==> config.mk <==
export PLATFORM = sky130hd
export DESIGN_NAME = ifec_top
export DESIGN_NICKNAME = d
export VERILOG_FILES = /design/src/hw/ifec_pkg.sv /design/src/hw/ifec_top.sv
export VERILOG_INCLUDE_DIRS = /design/src /design/src/hw
export SDC_FILE = /design/constraint.sdc
export NUM_CORES = 1
export LEC_CHECK = 0
export BUFFER_PORTS_ARGS = -buffer_cell sky130_fd_sc_hd__buf_2
export CAP_MARGIN = 10
export CORE_MARGIN = 1.5
export CORE_UTILIZATION = 25
export DETAILED_ROUTE_END_ITERATION = 12
export GPL_TIMING_DRIVEN = 0
export PLACE_DENSITY = 0.57
export SLEW_MARGIN = 10
export SYNTH_ARGS = -nofsm -noshare
export SYNTH_HDL_FRONTEND = slang
export SYNTH_SLANG_ARGS = --single-unit
==> constraint.sdc <==
create_clock -name clk -period 1.65 [get_ports clk]
set_input_delay 0.165 -clock clk [delete_from_list [all_inputs] [get_ports clk]]
set_output_delay 0.165 -clock clk [all_outputs]
set_load 0.01 [all_outputs]
==> src/hw/ifec_defs.svh <==
`ifndef IFEC_DEFS_SVH
`define IFEC_DEFS_SVH

// register indices on the plain register port
`define IFEC_OFS_CTL1      4'h0
`define IFEC_OFS_CTL2      4'h1
`define IFEC_OFS_FLAGS0    4'h2
`define IFEC_OFS_FLAGS1    4'h3
`define IFEC_OFS_FLAGS4    4'h4
`define IFEC_OFS_ENABLE0   4'h5
`define IFEC_OFS_ENABLE1   4'h6

// control register one fields
`define IFEC_BIT_NEST_DIS  15
`define IFEC_BIT_DIV0      6
`define IFEC_BIT_ARITH     4
`define IFEC_BIT_ADDR      3
`define IFEC_BIT_STACK     2
`define IFEC_BIT_OSC       1

// control register two fields
`define IFEC_BIT_ALT_TBL   15
`define IFEC_BIT_TIMED_DIS 14
`define IFEC_BIT_EXT0_POL  0
`define IFEC_BIT_EXT1_POL  1
`define IFEC_BIT_EXT2_POL  2

// positions of the external request flags
`define IFEC_BIT_EXT0_FLAG 0
`define IFEC_BIT_EXT1_FLAG 4
`define IFEC_BIT_EXT2_FLAG 13

// implemented-bit masks
`define IFEC_MASK_CTL1     16'h805e
`define IFEC_MASK_CTL2_WR  16'h8007
`define IFEC_MASK_FLAGS0   16'h3fef
`define IFEC_MASK_FLAGS1   16'h20db
`define IFEC_MASK_FLAGS4   16'h0002

// reset values
`define IFEC_RST_REG       16'h0000
`define IFEC_RST_POL       3'h0

// clocks after reset before the pin edge history holds real samples
`define IFEC_EXT_WARM      2'h3

`endif

==> src/hw/ifec_pkg.sv <==
package ifec_pkg;

	typedef struct packed {
		logic [3:0]  addr;
		logic [15:0] wdata;
		logic        wr;
		logic        rd;
	} ifec_bus_t;

	typedef struct packed {
		logic arith;
		logic div0_cause;
		logic addr;
		logic stack;
		logic osc;
	} ifec_trap_t;

	typedef struct packed {
		logic [15:0] flags0;
		logic [15:0] flags1;
		logic [15:0] flags4;
	} ifec_evt_t;

endpackage

==> src/hw/ifec_top.sv <==
`include "ifec_defs.svh"

// How it works
// - nesting disable bit blocks preemption of service
// - divide-by-zero bit records cause of arith trap
// - arith trap status bit sticks once trapped
// - address trap status bit sticks once trapped
// - stack trap status bit sticks once trapped
// - oscillator failure status bit sticks once trapped
// - unimplemented bits ignore writes, read zero
// - alternate table select picks vector table
// - timed disable status read-only, shows core state
// - polarity one falling edge, zero rising edge
// - flag register zero bit layout
// - request flags read/write, reset to zero
// - flag register one bit layout
// - flag register four holds serial error only
// - enable zero mirrors flag zero positions
// - enable one mirrors flag one positions
// - enable bits read/write, reset to zero
// - sources set flags, software writes clear
// - priority level read-only while nesting disabled
module ifec_top #(
	parameter int EXT_PINS = 3
) (
	input  wire logic                clk,
	input  wire logic                rst,
	input  wire ifec_pkg::ifec_bus_t bus_req,
	output logic [15:0]              rd_data,
	input  wire ifec_pkg::ifec_trap_t trap_evt,
	input  wire ifec_pkg::ifec_evt_t  src_evt,
	input  wire logic [EXT_PINS-1:0] ext_pin,
	input  wire logic                timed_disable_active,
	input  wire logic                in_service,
	input  wire logic                new_higher_level,
	output logic                     preempt_allow,
	input  wire logic                cpu_priority_level_wr_req,
	output logic                     cpu_priority_level_wr_en,
	output logic                     alt_table_select,
	output logic [15:0]              pend0,
	output logic [15:0]              pend1,
	output logic [15:0]              serial_error_req
);

	// one shared decode keeps every write port in step
	function automatic logic hit(input logic [3:0] a, input logic [3:0] idx);
		hit = (a == idx);
	endfunction

	logic [15:0] wr_val;
	logic        wr_ctl1;
	logic        wr_ctl2;
	logic        wr_f0;
	logic        wr_f1;
	logic        wr_f4;
	logic        wr_e0;
	logic        wr_e1;

	assign wr_val  = bus_req.wdata;
	assign wr_ctl1 = bus_req.wr & hit(bus_req.addr, `IFEC_OFS_CTL1);
	assign wr_ctl2 = bus_req.wr & hit(bus_req.addr, `IFEC_OFS_CTL2);
	assign wr_f0   = bus_req.wr & hit(bus_req.addr, `IFEC_OFS_FLAGS0);
	assign wr_f1   = bus_req.wr & hit(bus_req.addr, `IFEC_OFS_FLAGS1);
	assign wr_f4   = bus_req.wr & hit(bus_req.addr, `IFEC_OFS_FLAGS4);
	assign wr_e0   = bus_req.wr & hit(bus_req.addr, `IFEC_OFS_ENABLE0);
	assign wr_e1   = bus_req.wr & hit(bus_req.addr, `IFEC_OFS_ENABLE1);

	// control register one

	logic nesting_disable_r;
	logic divide_by_zero_status_r;
	logic arith_trap_status_r;
	logic address_trap_status_r;
	logic stack_trap_status_r;
	logic osc_failure_trap_status_r;

	always_ff @(posedge clk) begin
		if (rst) begin
			nesting_disable_r <= 1'b0;
		end else if (wr_ctl1) begin
			nesting_disable_r <= wr_val[`IFEC_BIT_NEST_DIS];
		end
	end

	// a trap in the same cycle as a software write wins over the write
	always_ff @(posedge clk) begin
		if (rst) begin
			divide_by_zero_status_r <= 1'b0;
		end else if (trap_evt.arith) begin
			divide_by_zero_status_r <= trap_evt.div0_cause;
		end else if (wr_ctl1) begin
			divide_by_zero_status_r <= wr_val[`IFEC_BIT_DIV0];
		end
	end

	always_ff @(posedge clk) begin
		if (rst) begin
			arith_trap_status_r <= 1'b0;
		end else if (trap_evt.arith) begin
			arith_trap_status_r <= 1'b1;
		end else if (wr_ctl1) begin
			arith_trap_status_r <= wr_val[`IFEC_BIT_ARITH];
		end
	end

	always_ff @(posedge clk) begin
		if (rst) begin
			address_trap_status_r <= 1'b0;
		end else if (trap_evt.addr) begin
			address_trap_status_r <= 1'b1;
		end else if (wr_ctl1) begin
			address_trap_status_r <= wr_val[`IFEC_BIT_ADDR];
		end
	end

	always_ff @(posedge clk) begin
		if (rst) begin
			stack_trap_status_r <= 1'b0;
		end else if (trap_evt.stack) begin
			stack_trap_status_r <= 1'b1;
		end else if (wr_ctl1) begin
			stack_trap_status_r <= wr_val[`IFEC_BIT_STACK];
		end
	end

	always_ff @(posedge clk) begin
		if (rst) begin
			osc_failure_trap_status_r <= 1'b0;
		end else if (trap_evt.osc) begin
			osc_failure_trap_status_r <= 1'b1;
		end else if (wr_ctl1) begin
			osc_failure_trap_status_r <= wr_val[`IFEC_BIT_OSC];
		end
	end

	logic [15:0] ctl1_view;

	always_comb begin
		ctl1_view                     = `IFEC_RST_REG;
		ctl1_view[`IFEC_BIT_NEST_DIS] = nesting_disable_r;
		ctl1_view[`IFEC_BIT_DIV0]     = divide_by_zero_status_r;
		ctl1_view[`IFEC_BIT_ARITH]    = arith_trap_status_r;
		ctl1_view[`IFEC_BIT_ADDR]     = address_trap_status_r;
		ctl1_view[`IFEC_BIT_STACK]    = stack_trap_status_r;
		ctl1_view[`IFEC_BIT_OSC]      = osc_failure_trap_status_r;
	end

	// control register two

	logic                alt_table_select_r;
	logic [EXT_PINS-1:0] ext_polarity_r;

	always_ff @(posedge clk) begin
		if (rst) begin
			alt_table_select_r <= 1'b0;
		end else if (wr_ctl2) begin
			alt_table_select_r <= wr_val[`IFEC_BIT_ALT_TBL];
		end
	end

	// the timed disable bit is never stored here, so writes cannot touch it
	always_ff @(posedge clk) begin
		if (rst) begin
			ext_polarity_r <= `IFEC_RST_POL;
		end else if (wr_ctl2) begin
			ext_polarity_r <= wr_val[EXT_PINS-1:0];
		end
	end

	logic [15:0] ctl2_view;

	always_comb begin
		ctl2_view                      = `IFEC_RST_REG;
		ctl2_view[`IFEC_BIT_ALT_TBL]   = alt_table_select_r;
		ctl2_view[`IFEC_BIT_TIMED_DIS] = timed_disable_active;
		ctl2_view[EXT_PINS-1:0]        = ext_polarity_r;
	end

	// external pins: synchronise, then edge detect per polarity

	logic [1:0]          ext_warm_r;
	logic [EXT_PINS-1:0] ext_meta_r;
	logic [EXT_PINS-1:0] ext_sync_r;
	logic [EXT_PINS-1:0] ext_prev_r;
	logic [EXT_PINS-1:0] ext_edge;

	always_ff @(posedge clk) begin
		if (rst) begin
			ext_meta_r <= '0;
			ext_sync_r <= '0;
			ext_prev_r <= '0;
		end else begin
			ext_meta_r <= ext_pin;
			ext_sync_r <= ext_meta_r;
			ext_prev_r <= ext_sync_r;
		end
	end

	// no edge counts until the history holds real pin samples; a pin that sits
	// high through reset would otherwise look like a rising edge
	always_ff @(posedge clk) begin
		if (rst) begin
			ext_warm_r <= 2'h0;
		end else if (ext_warm_r != `IFEC_EXT_WARM) begin
			ext_warm_r <= ext_warm_r + 2'h1;
		end
	end

	// the edge history ignores polarity, so changing it never fakes an edge
	genvar gi;
	generate
		for (gi = 0; gi < EXT_PINS; gi++) begin : g_edge
			assign ext_edge[gi] = (ext_warm_r == `IFEC_EXT_WARM) &
			                      (ext_polarity_r[gi] ? (ext_prev_r[gi] & ~ext_sync_r[gi])
			                                          : (~ext_prev_r[gi] & ext_sync_r[gi]));
		end
	endgenerate

	logic [15:0] set0;
	logic [15:0] set1;
	logic [15:0] set4;

	always_comb begin
		set0                      = src_evt.flags0;
		set0[`IFEC_BIT_EXT0_FLAG] = src_evt.flags0[`IFEC_BIT_EXT0_FLAG] | ext_edge[0];
		set1                      = src_evt.flags1;
		set1[`IFEC_BIT_EXT1_FLAG] = src_evt.flags1[`IFEC_BIT_EXT1_FLAG] | ext_edge[1];
		set1[`IFEC_BIT_EXT2_FLAG] = src_evt.flags1[`IFEC_BIT_EXT2_FLAG] | ext_edge[2];
		set4                      = src_evt.flags4;
	end

	// request flags

	logic [15:0] flags0_r;
	logic [15:0] flags1_r;
	logic [15:0] flags4_r;
	logic [15:0] flags0_nxt;
	logic [15:0] flags1_nxt;
	logic [15:0] flags4_nxt;

	// hardware sets OR in after the write so a set never gets lost
	assign flags0_nxt = ((wr_f0 ? wr_val : flags0_r) | set0) & `IFEC_MASK_FLAGS0;
	assign flags1_nxt = ((wr_f1 ? wr_val : flags1_r) | set1) & `IFEC_MASK_FLAGS1;
	assign flags4_nxt = ((wr_f4 ? wr_val : flags4_r) | set4) & `IFEC_MASK_FLAGS4;

	always_ff @(posedge clk) begin
		if (rst) begin
			flags0_r <= `IFEC_RST_REG;
		end else begin
			flags0_r <= flags0_nxt;
		end
	end

	always_ff @(posedge clk) begin
		if (rst) begin
			flags1_r <= `IFEC_RST_REG;
		end else begin
			flags1_r <= flags1_nxt;
		end
	end

	always_ff @(posedge clk) begin
		if (rst) begin
			flags4_r <= `IFEC_RST_REG;
		end else begin
			flags4_r <= flags4_nxt;
		end
	end

	// enables

	logic [15:0] enable0_r;
	logic [15:0] enable1_r;
	logic [15:0] enable0_nxt;
	logic [15:0] enable1_nxt;

	// pending uses the enable as written on the same edge, so a cleared enable leaves no stale request
	assign enable0_nxt = wr_e0 ? (wr_val & `IFEC_MASK_FLAGS0) : enable0_r;
	assign enable1_nxt = wr_e1 ? (wr_val & `IFEC_MASK_FLAGS1) : enable1_r;

	always_ff @(posedge clk) begin
		if (rst) begin
			enable0_r <= `IFEC_RST_REG;
		end else if (wr_e0) begin
			enable0_r <= wr_val & `IFEC_MASK_FLAGS0;
		end
	end

	always_ff @(posedge clk) begin
		if (rst) begin
			enable1_r <= `IFEC_RST_REG;
		end else if (wr_e1) begin
			enable1_r <= wr_val & `IFEC_MASK_FLAGS1;
		end
	end

	// outputs towards arbitration and the core

	always_ff @(posedge clk) begin
		if (rst) begin
			pend0            <= `IFEC_RST_REG;
			pend1            <= `IFEC_RST_REG;
			serial_error_req <= `IFEC_RST_REG;
		end else begin
			pend0            <= flags0_nxt & enable0_nxt;
			pend1            <= flags1_nxt & enable1_nxt;
			serial_error_req <= flags4_nxt;
		end
	end

	always_ff @(posedge clk) begin
		if (rst) begin
			alt_table_select <= 1'b0;
		end else begin
			alt_table_select <= (wr_ctl2) ? wr_val[`IFEC_BIT_ALT_TBL] : alt_table_select_r;
		end
	end

	// combinational so the core sees the decision in the cycle it asks
	assign preempt_allow            = ~in_service | (~nesting_disable_r & new_higher_level);
	assign cpu_priority_level_wr_en = cpu_priority_level_wr_req & ~nesting_disable_r;

	// read port: data stands one cycle after the strobe, else zero

	logic [15:0] rd_mux;

	always_comb begin
		rd_mux = `IFEC_RST_REG;
		if (hit(bus_req.addr, `IFEC_OFS_CTL1)) begin
			rd_mux = ctl1_view;
		end else if (hit(bus_req.addr, `IFEC_OFS_CTL2)) begin
			rd_mux = ctl2_view;
		end else if (hit(bus_req.addr, `IFEC_OFS_FLAGS0)) begin
			rd_mux = flags0_r;
		end else if (hit(bus_req.addr, `IFEC_OFS_FLAGS1)) begin
			rd_mux = flags1_r;
		end else if (hit(bus_req.addr, `IFEC_OFS_FLAGS4)) begin
			rd_mux = flags4_r;
		end else if (hit(bus_req.addr, `IFEC_OFS_ENABLE0)) begin
			rd_mux = enable0_r;
		end else if (hit(bus_req.addr, `IFEC_OFS_ENABLE1)) begin
			rd_mux = enable1_r;
		end
	end

	always_ff @(posedge clk) begin
		if (rst) begin
			rd_data <= `IFEC_RST_REG;
		end else if (bus_req.rd) begin
			rd_data <= rd_mux;
		end else begin
			rd_data <= `IFEC_RST_REG;
		end
	end

endmodule // ifec_top

* Word level (Yosys, flattened, before mapping) *
Index checks and enable logic that the tools add are counted.

storage, ports and cells
  word-level logic and storage cells = 100
  flip-flop bits (word level) = 122

operators by class
  add/subtract/negate cells = 1
  equality and inequality tests = 8
  reduce and logical (&&, ||, !) cells = 8
  muxes and demuxes = 25
  bitwise gates (word level) = 36

operators with widths
  kind                 number
  $mux 16              9
  $and 14x16->16       2
  $mux 14              2
  $or 14x14->14        2
  $and 1x1->1          18
  $mux 1               13
  $eq 4x3->1 const B   3
  $not 1->1            9
  $eq 4x2->1 const B   2
  $reduce_bool 2->1    4
  $eq 4x1->1 const B   1
  $logic_not 4->1      1
  $or 1x1->1           4
  $reduce_or 4->1      1
  $reduce_or 3->1      1
  $add 2x1->2 const B  1
  $eq 2x2->1 const B   1
  $mux 2               1
  $ne 2x2->1 const B   1
  $or 2x2->2           1
  $reduce_or 2->1      1

* Logic depth before layout (Yosys ltp) *
Gate-level depths: netlist of run 1.

  depth after elaboration = 8
  gate-level depth with buffers = 6
  depth with buffers taken out = 4

* Worst setup path after synthesis of run 1 *
OpenSTA, ideal clock, no wires.

  path type = input port to flip-flop
  start = input bus_req[21] (netlist bit)
  end = register flags1_r[0]
  arrival = 1193 ps
  setup slack = 325 ps
  library setup time = 132 ps
  stages = 6
  buffers on the path = 2
  path through = buf_4 > nor3b_4 > and3_1 > buf_4 > mux2i_1 > a21oi_1

between the ends
  word-level cells in the longest chain between the ends = 4

RTL lines
  what                  line             source
  from (decl)           ifec_top.sv:28   input wire ifec_pkg::ifec_bus_t bus_req,
  $eq 4x2->1            ifec_top.sv:47   hit = (a == idx);
  $and 1x1->1           ifec_top.sv:63   assign wr_f1 = bus_req.wr & hit(bus_req.addr, `IFEC_OFS_FLAGS1);
  $mux 14               ifec_top.sv:243  assign flags1_nxt = ((wr_f1 ? wr_val : flags1_r) | set1) & `IFEC_MASK_FLAGS1;
  $or 14x14->14         ifec_top.sv:243
  to (signal assigned)  ifec_top.sv:256  flags1_r <= `IFEC_RST_REG;
  to (signal assigned)  ifec_top.sv:258  flags1_r <= flags1_nxt;
  to (decl)             ifec_top.sv:235  logic [15:0] flags1_r;

Every way passes these cells.
A chain may end at the register's enable or synchronous reset.

* Worst setup path after layout of run 1 *
  start = input rst
  end = register flags0_r[2]

RTL lines
  what                  line             source
  from (decl)           ifec_top.sv:27   input wire logic rst,
  to (signal assigned)  ifec_top.sv:248  flags0_r <= `IFEC_RST_REG;
  to (signal assigned)  ifec_top.sv:250  flags0_r <= flags0_nxt;
  to (decl)             ifec_top.sv:234  logic [15:0] flags0_r;

No word-level cell between the ends.

==> impl_metrics.env, run 1 <==
export IMPL_status="completed"
export IMPL_n_antenna_cell=0
export IMPL_powerDensity_mw_per_mm2=961.8
export IMPL_end_kind="register"
export IMPL_synth_top_area_frac=0.4729
export IMPL_hpwl_mm=9.563
export IMPL_clk_latency_ns=0.36
export IMPL_path_cells="clkbuf_1 -> buf_1 -> buf_1 -> nor2_1"
export IMPL_power_leakage_nw=2.323
export IMPL_grt_pass1_wl_mm=19.64
export IMPL_post_synth_top_count_cell="dfxtp_1"
export IMPL_synth_ff_type="dfxtp_1"
export IMPL_drv_slew=0
export IMPL_final_layout_size_suffix_gt1_frac=0.3036
export IMPL_drtAntennaViolNets=0
export IMPL_timing_final_crit_share=0.9245
export IMPL_syn_area_per_cell_um2=9.282
export IMPL_cp_max_fo=10
export IMPL_port_buffers=94
export IMPL_antenna_found_initial=0
export IMPL_rr_startpoint="ext_polarity_r[1]"
export IMPL_holdWs_ns=0.01808
export IMPL_cp_top_family="buffers and inverters"
export IMPL_yosysTopAreaCell="dfxtp_1"
export IMPL_first_pass_iters=5
export IMPL_setup_violations_final=0
export IMPL_gr_usage_all_layers=0.1492
export IMPL_finalNetCount=663
export IMPL_cp_start_kind="primary input"
export IMPL_hold_viol=0
export IMPL_core_area_mm2=0.01606
export IMPL_r2r_end="rd_data[1]"
export IMPL_critical_path_required_ns=1.87
export IMPL_max_stage_delay_ns=0.52
export IMPL_clock_skew_ns=0.009825
export IMPL_place_congestion=0.8180
export IMPL_max_freq_mhz=655.5
export IMPL_die_x_um=131.8
export IMPL_holdBufCountCts=0
export IMPL_die_h_um=131.8
export IMPL_whs_path_depth=2
export IMPL_critPathArrivalTime_ns=1.74
export IMPL_r2r_slack_ns=0.31
export IMPL_hp_start="ext_pin[2]"
export IMPL_rows=46
export IMPL_crit_slowest_cell="buf_1"
export IMPL_worstHoldEndpoint="ext_meta_r[2]"
export IMPL_htree_levels=3
export IMPL_wirelength_mm=12.78
export IMPL_cts_root_buf="clkbuf_16"
export IMPL_yosys_warnings=0
export IMPL_tritoncts="done"
export IMPL_yosysUniqueCellTypes=50
export IMPL_ioPinCount=151
export IMPL_path_buf_inv=3
export IMPL_max_slew_margin=0.3702
export IMPL_cts_resized_gates=0
export IMPL_grt_overflow_total=0
export IMPL_crit_type="primary input to register"
export IMPL_ir_drop_uv=503.7
export IMPL_worst_slew_pin_slew_ns=0.9390
export IMPL_wire_per_inst_um=16.00
export IMPL_period_minus_slack_ns=1.525
export IMPL_first_global_vias=3534
export IMPL_synth_top_cells_by_area="dfxtp_1, buf_4, nor2b_1, a21oi_1, o21ai_0"
export IMPL_numCtsBuffers=9
export IMPL_drc=0
export IMPL_reg2reg_depth=4
export IMPL_cpMostUsedCell="buf_1"
export IMPL_ys_seq_elements=98
export IMPL_via_per_inst=4.477
export IMPL_dr_total_vias=3577
export IMPL_grt_max_degree=17
export IMPL_drt_initial_drc_count=248
export IMPL_clk_pin_slew_ns=0.07
export IMPL_rsz0062_at_grt="no"
export IMPL_dieArea_mm2=0.01738
export IMPL_syn_area_mm2=0.004149
export IMPL_synthArstFlopShare=0
export IMPL_drv_cap=0
export IMPL_synth_seq_area_share=0.4729
export IMPL_netlist_instances=447
export IMPL_hold_class="primary input to register"
export IMPL_cts_setup_buffers=0
export IMPL_synth_edf_count=0
export IMPL_cts_buffer_depth=2
export IMPL_finalCoreUtilization=0.3282
export IMPL_areaGrowthSynthToFinish_pct=27.02
export IMPL_initial_utilization=0.2584
export IMPL_clock_sinks=98
export IMPL_yosys_top_cells_count="dfxtp_1, nor2_1, a21oi_1, buf_4"
-- layer usage --
metal / up-vias / share of wire / GRT usage
met2: 141 / 0.47 / 0.2456
met4: 0 / 0.014 / 0.03951
met5: - / 0 / 0
li1: 1773 / - / -
met1: 1648 / 0.44 / 0.1895
met3: 15 / 0.075 / 0.04575
-- power breakdown --
part | leakage [nW] | total (mW) | switching [mW] | internal [mW]
Clock | 0.131 | 2.00 | 0.940 | 1.06
Combinational | 1.39 | 0.570 | 0.332 | 0.238
Sequential | 0.801 | 2.50 | 0.0467 | 2.45
-- cell usage in the layout (no fill, tap or decap), drive strengths merged, types with 6 or more instances in the layout --
cell    netlist  layout
a211oi       15      15
a21boi        6       6
a21oi        34      34
a22oi         8       8
and3         16      16
buf          45     139
clkbuf       10      20
conb          1      27
dfxtp        98      98
inv          16      17
mux2i        12      12
nand2        13      13
nand3        24      24
nor2         36      36
nor2b        29      29
o21ai        29      29
-- worst max-delay path by stage --
stage                            from  cells past startpoint                to
after floorplan           bus_req[21]                      6       flags1_r[0]
after global placement            rst                      4  alt_table_select
after detailed placement          rst                      4      flags0_r[13]
after CTS                         rst                      4       flags0_r[6]
after global routing              rst                      4       flags0_r[5]
final                             rst                      4       flags0_r[2]
-- stage by stage --
stage / setup slack (ns) / std cells / area, um2 / total power [mW] / setup TNS (ns)
floorplan: 0.3250 / 473 / 4247 / 2.893 / 0
global placement: -0.2938 / 783 / 4987 / 3.102 / -9.996
detailed placement: -0.3222 / 783 / 4987 / 3.113 / -10.70
CTS: 0.05823 / 799 / 5268 / 5.108 / 0
global route: 0.01380 / 799 / 5270 / 5.278 / 0
finish: 0.1245 / 799 / 5270 / 5.069 / 0
-- final cells by class --
class	count	area, um2
fill	1705	10790
sequential	98	1962
multi-input combinational	304	1861
timing repair buffer	94	470.5
buffer	55	366.6
tap	216	270.3
clock buffer	10	239.0
inverter	16	60.06
clock inverter	6	41.29
-- registers in the layout (all words and copies together), names as in the netlist --
signal and count:
divide_by_zero_status_r 1, pend1 7, osc_failure_trap_status_r 1, ext_prev_r 3, flags1_r 7, ext_meta_r 3
address_trap_status_r 1, enable0_r 13, ext_warm_r 2, alt_table_select 1, arith_trap_status_r 1, ext_sync_r 3
flags0_r 13, serial_error_req 1, ext_polarity_r 3, nesting_disable_r 1, pend0 13, stack_trap_status_r 1
rd_data 16, enable1_r 7
-- cell families after synthesis --
logic type,share of synthesized area
muxes,0.03167
buffers and inverters,0.1022
other,0.0009038
and+or+nand+nor,0.1987
adders and majority gates,0.003015
xor gates and xnor gates,0.002111
AOI/OAI and AO/OA,0.1885
DFF,0.4729
(Power assumes the default switching activity.)
==> run 2, diff against run 1 <==
Settings changed: CORE_UTILIZATION 25 to 40, GPL_TIMING_DRIVEN 0 to unset, PLACE_DENSITY 0.57 to 0.78.
==> run 2 against run 1 <==
Core utilization up 17 points. Non-clock buffer count is 21 lower. Worst setup slack improved by 0.23 ns. Critical path depth rose by 2. Clock power is 29% lower. Register-to-register slack improved by 0.05 ns.
==> impl_metrics.env, run 2 (synthesis results as in run 1) <==
export IMPL_status="completed"
export IMPL_cts_buffer_depth=2
export IMPL_use_met1=0.2649
export IMPL_via_per_inst=5.098
export IMPL_critPathArrivalTime_ns=1.55
export IMPL_grt_pass1_wl_mm=17.22
export IMPL_ff_latch_area_mm2=0.001962
export IMPL_hold_viol=0
export IMPL_port_buffers=95
export IMPL_n_antenna_cell=0
export IMPL_clk_pin_slew_ns=0.10
export IMPL_cp_max_fo=15
export IMPL_clk_latency_ns=0.37
export IMPL_power_mw=4.442
export IMPL_ir_drop_uv=370.8
export IMPL_regMostFlops="rd_data"
export IMPL_clock_skew_ns=0.01055
export IMPL_drv_slew=0
export IMPL_hpwl_mm=7.786
export IMPL_hold_class="primary input to register"
export IMPL_stdcell_area_mm2=0.004981
export IMPL_dp_cells=675
export IMPL_max_freq_mhz=773.2
export IMPL_drtAntennaViolNets=0
export IMPL_grt_met2_usage=0.3203
export IMPL_crit_type="primary input to register"
export IMPL_layout_setup_ws_ns=0.3567
export IMPL_dr_total_vias=3543
export IMPL_areaGrowthSynthToFinish_pct=20.05
export IMPL_dpl_cell_area_mm2=0.004767
export IMPL_busiest_layer="met2"
export IMPL_grt_max_degree=60
export IMPL_timing_final_crit_share=0.7838
export IMPL_tritoncts="done"
export IMPL_cts_resized_gates=0
export IMPL_wirelength_mm=10.70
export IMPL_die_x_um=104.8
export IMPL_gr_usage_met3=0.03431
export IMPL_mostFrequentLayoutCell="dfxtp_1"
export IMPL_max_stage_delay_ns=0.34
export IMPL_place_congestion=0.9259
export IMPL_gr_usage_all_layers=0.2001
export IMPL_initial_utilization=0.4187
export IMPL_rsz0062_at_grt="no"
export IMPL_worst_slew_pin_slew_ns=0.5481
export IMPL_first_pass_iters=5
export IMPL_core_area_mm2=0.009910
export IMPL_cts_root_buf="clkbuf_8"
export IMPL_first_global_vias=3433
export IMPL_period_minus_slack_ns=1.293
export IMPL_drv_cap=0
export IMPL_wire_per_inst_um=15.39
export IMPL_finalNetCount=642
export IMPL_dieArea_mm2=0.01099
export IMPL_power_leakage_nw=2.208
export IMPL_finalCoreUtilization=0.5027
export IMPL_fin_cells=695
export IMPL_fillerInstances=968
export IMPL_critical_path_required_ns=1.91
export IMPL_final_layout_size_suffix_gt1_frac=0.2865
export IMPL_crit_slowest_cell="and2b_4"
export IMPL_end_kind="register"
export IMPL_max_slew_margin=0.6326
export IMPL_ioPinCount=151
export IMPL_htree_levels=3
export IMPL_final_cell_mix="dfxtp_1, buf_2, nor2_1, a21oi_1"
export IMPL_rows=36
export IMPL_cp_start_kind="primary input"
export IMPL_dpl_worst_slack_ns=-0.009887
export IMPL_antenna_found_initial=0
export IMPL_multi_input_area_mm2=0.001861
export IMPL_grt_overflow_total=0
export IMPL_tns_ns=0
export IMPL_largest_reg_flops=16
export IMPL_setup_violations_final=0
export IMPL_die_h_um=104.8
export IMPL_powerDensity_mw_per_mm2=891.7
export IMPL_numCtsBuffers=9
export IMPL_drc=0
export IMPL_holdWs_ns=0.01841
export IMPL_clock_sinks=98
export IMPL_path_cells="buf_2 -> and2b_4 -> nand2_1 -> buf_4 -> a211oi_2 -> nor2b_1"
export IMPL_drt_initial_drc_count=225
run 2: area by class of cell:
| class | instances | area share |
|---|---|---|
| clock buffer | 9 | 0.02487 |
| clock inverter | 7 | 0.01005 |
| sequential | 98 | 0.3939 |
| tap | 133 | 0.03341 |
| inverter | 16 | 0.01206 |
| multi-input combinational | 304 | 0.3735 |
| timing repair buffer | 128 | 0.1522 |
run 2: timing repair:
action,4_1_cts,5_1_grt
setup endpoints to repair,0,0
hold endpoints to repair,4,0
buffers inserted,0,0
hold buffers,4,0
run 2: where the power goes:
| group | switching [mW] | leakage (nW) | internal [mW] |
|---|---|---|---|
| Combinational | 0.309 | 1.31 | 0.219 |
| Clock | 0.864 | 0.0942 | 0.559 |
| Sequential | 0.0436 | 0.801 | 2.45 |
| Total | 1.22 | 2.21 | 3.23 |
run 2: worst max-delay path: cells and delay by family:
kind                   cells  cell delay (ns)
AND/OR/NAND/NOR            3             0.62
AO/OA/AOI/OAI              1             0.25
buffers and inverters      2             0.50
run 2: per-layer routing:
metal	routed length, um	share of wire	vias to the layer above
met2	5006	0.47	134
met3	671	0.063	20
li1	-	-	1727
met4	254	0.024	0
met5	0	0	-
met1	4765	0.45	1662
run 2: final timing paths:
path                     startpoint       endpoint  slack [ns]  cells after the start
hold reg to reg       ext_meta_r[1]  ext_sync_r[1]        0.44                      1
setup / recovery        bus_req[19]       pend0[5]        0.36                      6
setup reg to reg  ext_polarity_r[1]     rd_data[1]        0.36                      4
hold / removal          src_evt[43]   flags0_r[11]        0.02                      3
==> run 3, diff against run 2 <==
Settings changed: PLACE_DENSITY 0.78 to 0.8.
Clock period 1.65 ns to 1.05 ns, I/O delays scaled along.
==> run 3 against run 2 <==
Combinational power rose by 110%. Global-route usage grew 1.5 points. The run now ends with hold timing, setup timing left. Total power is 70% higher. Count of clock-buffer cells in the layout grew 2. Wire length up 11%. Via count grew 10%. Cell count rose by 7.2%. Cell area increased by 14%.
==> impl_metrics.env, run 3 (synthesis results as in run 1) <==
export IMPL_drt_initial_drc_count=323
export IMPL_n_antenna_cell=0
export IMPL_clk_pin_slew_ns=0.09
export IMPL_finalNetCount=692
export IMPL_regMostFlops="rd_data"
export IMPL_cp_max_fo=2
export IMPL_grt_overflow_total=0
export IMPL_ir_drop_uv=630.7
export IMPL_p_sw_mw=1.976
export IMPL_hold_viol=1
export IMPL_layout_setup_ws_ns=-0.1637
export IMPL_first_pass_iters=5
export IMPL_clock_sinks=98
export IMPL_path_buf_inv=0
export IMPL_p_int_mw=5.569
export IMPL_end_kind="register"
export IMPL_final_cell_mix="buf_2, dfxtp_1, buf_4, nor2_1, a21oi_1"
export IMPL_mostFrequentLayoutCell="buf_2"
export IMPL_violations="hold timing, setup timing"
export IMPL_combPwrFrac=0.146
export IMPL_power_mw=7.545
export IMPL_tritoncts="done"
export IMPL_clock_skew_ns=0.009857
export IMPL_final_layout_size_suffix_gt1_frac=0.3775
export IMPL_areaGrowthSynthToFinish_pct=37.42
export IMPL_cp_top_family="simple AND/OR/NAND/NOR gates"
export IMPL_dpl_worst_slack_ns=-0.3983
export IMPL_htree_levels=3
export IMPL_port_buffers=95
export IMPL_drtAntennaViolNets=0
export IMPL_cts_buffer_depth=2
export IMPL_numCtsBuffers=9
export IMPL_max_stage_delay_ns=0.39
export IMPL_r2r_slack_ns=-0.16
export IMPL_ioPinCount=151
export IMPL_wire_per_inst_um=15.94
export IMPL_p_clk_frac=0.333
export IMPL_critPathArrivalTime_ns=1.54
export IMPL_antenna_found_initial=0
export IMPL_via_per_inst=5.240
export IMPL_cp_start_kind="register"
export IMPL_power_leakage_nw=2.529
export IMPL_powerDensity_mw_per_mm2=1323
export IMPL_first_global_vias=3852
export IMPL_grt_pass1_wl_mm=18.52
export IMPL_hpwl_mm=8.414
export IMPL_clk_latency_ns=0.38
export IMPL_path_cells="or3b_4 -> a21boi_2 -> a211o_1 -> and2_1"
export IMPL_power_frac_seq=0.521
export IMPL_drc=0
export IMPL_drv_cap=0
export IMPL_crit_slowest_cell="or3b_4"
export IMPL_rsz0062_at_grt="yes"
export IMPL_finalCoreUtilization=0.5754
export IMPL_dieArea_mm2=0.01099
export IMPL_dr_total_vias=3904
export IMPL_stdcell_area_mm2=0.005702
export IMPL_initial_utilization=0.4187
export IMPL_place_congestion=0.9384
export IMPL_timing_final_crit_share=1.156
export IMPL_die_h_um=104.8
export IMPL_critical_path_required_ns=1.37
export IMPL_setup_violations_final=6
export IMPL_wirelength_mm=11.88
export IMPL_max_freq_mhz=824.0
export IMPL_die_x_um=104.8
export IMPL_holdWs_ns=-0.0001281
export IMPL_switching_share=0.2619
export IMPL_grt_max_degree=33
export IMPL_status="finished, violations left"
export IMPL_crit_type="register to register"
export IMPL_gr_usage_all_layers=0.2151
export IMPL_drv_slew=0
export IMPL_rows=36
export IMPL_largest_reg_flops=16
export IMPL_hold_class="primary input to register"
export IMPL_cts_root_buf="clkbuf_8"
export IMPL_dpl_cell_area_mm2=0.005081
export IMPL_period_minus_slack_ns=1.214
export IMPL_core_area_mm2=0.009910
-- run 3: cell count changes in the layout (fill, tap and decap cells not counted), sizes merged --
cell         change
clkbuf           +2
buf             +31
inv              -1
dlygate4sd3     +19
bufinv           +1
clkinv           -2
-- run 3: power groups by stage --
stage	combinational (mW)	clock, mW	sequential, mW
after global routing	1.18	2.71	3.95
after global placement	0.899	0	4.00
after floorplan	0.580	0	3.99
after detailed placement	0.931	0	4.01
final	1.10	2.51	3.93
after CTS	1.04	2.55	3.93
-- run 3: timing repair --
item,CTS,global route
endpoints found under the setup margin,8,22
hold buffers,23,0
gates resized for setup,17,27
cloned,0,0
pin swaps,9,12
setup buffers,5,1
hold endpoints to repair,35,0
-- run 3: stage by stage --
stage | std cells | hold WS [ns] | setup TNS, ns
after CTS | 744 | 0.001329 | -0.4783
after floorplan | 473 | 0.2177 | -5.062
after global placement | 700 | 0.3163 | -16.41
after global routing | 745 | 0.01480 | -0.8924
final | 745 | -0.0001281 | -0.5274
after detailed placement | 700 | 0.3199 | -19.47
-- run 3: worst paths after layout --
kind / startpoint / end / cells past startpoint
setup / recovery: ext_polarity_r[0] / pend0[0] / 4
setup reg to reg: ext_polarity_r[0] / pend0[0] / 4
hold reg to reg: ext_meta_r[2] / ext_sync_r[2] / 1
hold / removal: src_evt[19] / flags1_r[3] / 3
-- run 3: metal layers --
layer,GRT usage,up-vias,share of wire
met5,0,-,0
met3,0.04117,23,0.072
met1,0.2590,1868,0.42
li1,-,1824,-
met4,0.1037,0,0.021
met2,0.3665,189,0.49
-- run 3: cell type report --
cell class | instances | area, um2
Clock buffer | 11 | 141.4
Clock inverter | 5 | 61.31
Fill cell | 867 | 4208
Inverter | 16 | 60.06
Multi-Input combinational cell | 304 | 2026
Sequential cell | 98 | 1976
Tap cell | 133 | 166.4
Timing Repair Buffer | 178 | 1271
-- run 3: worst min-delay path, stage by stage --
cell and delay [ns]:
buf_2 0.09, inv_1 0.07, a21oi_1 0.06
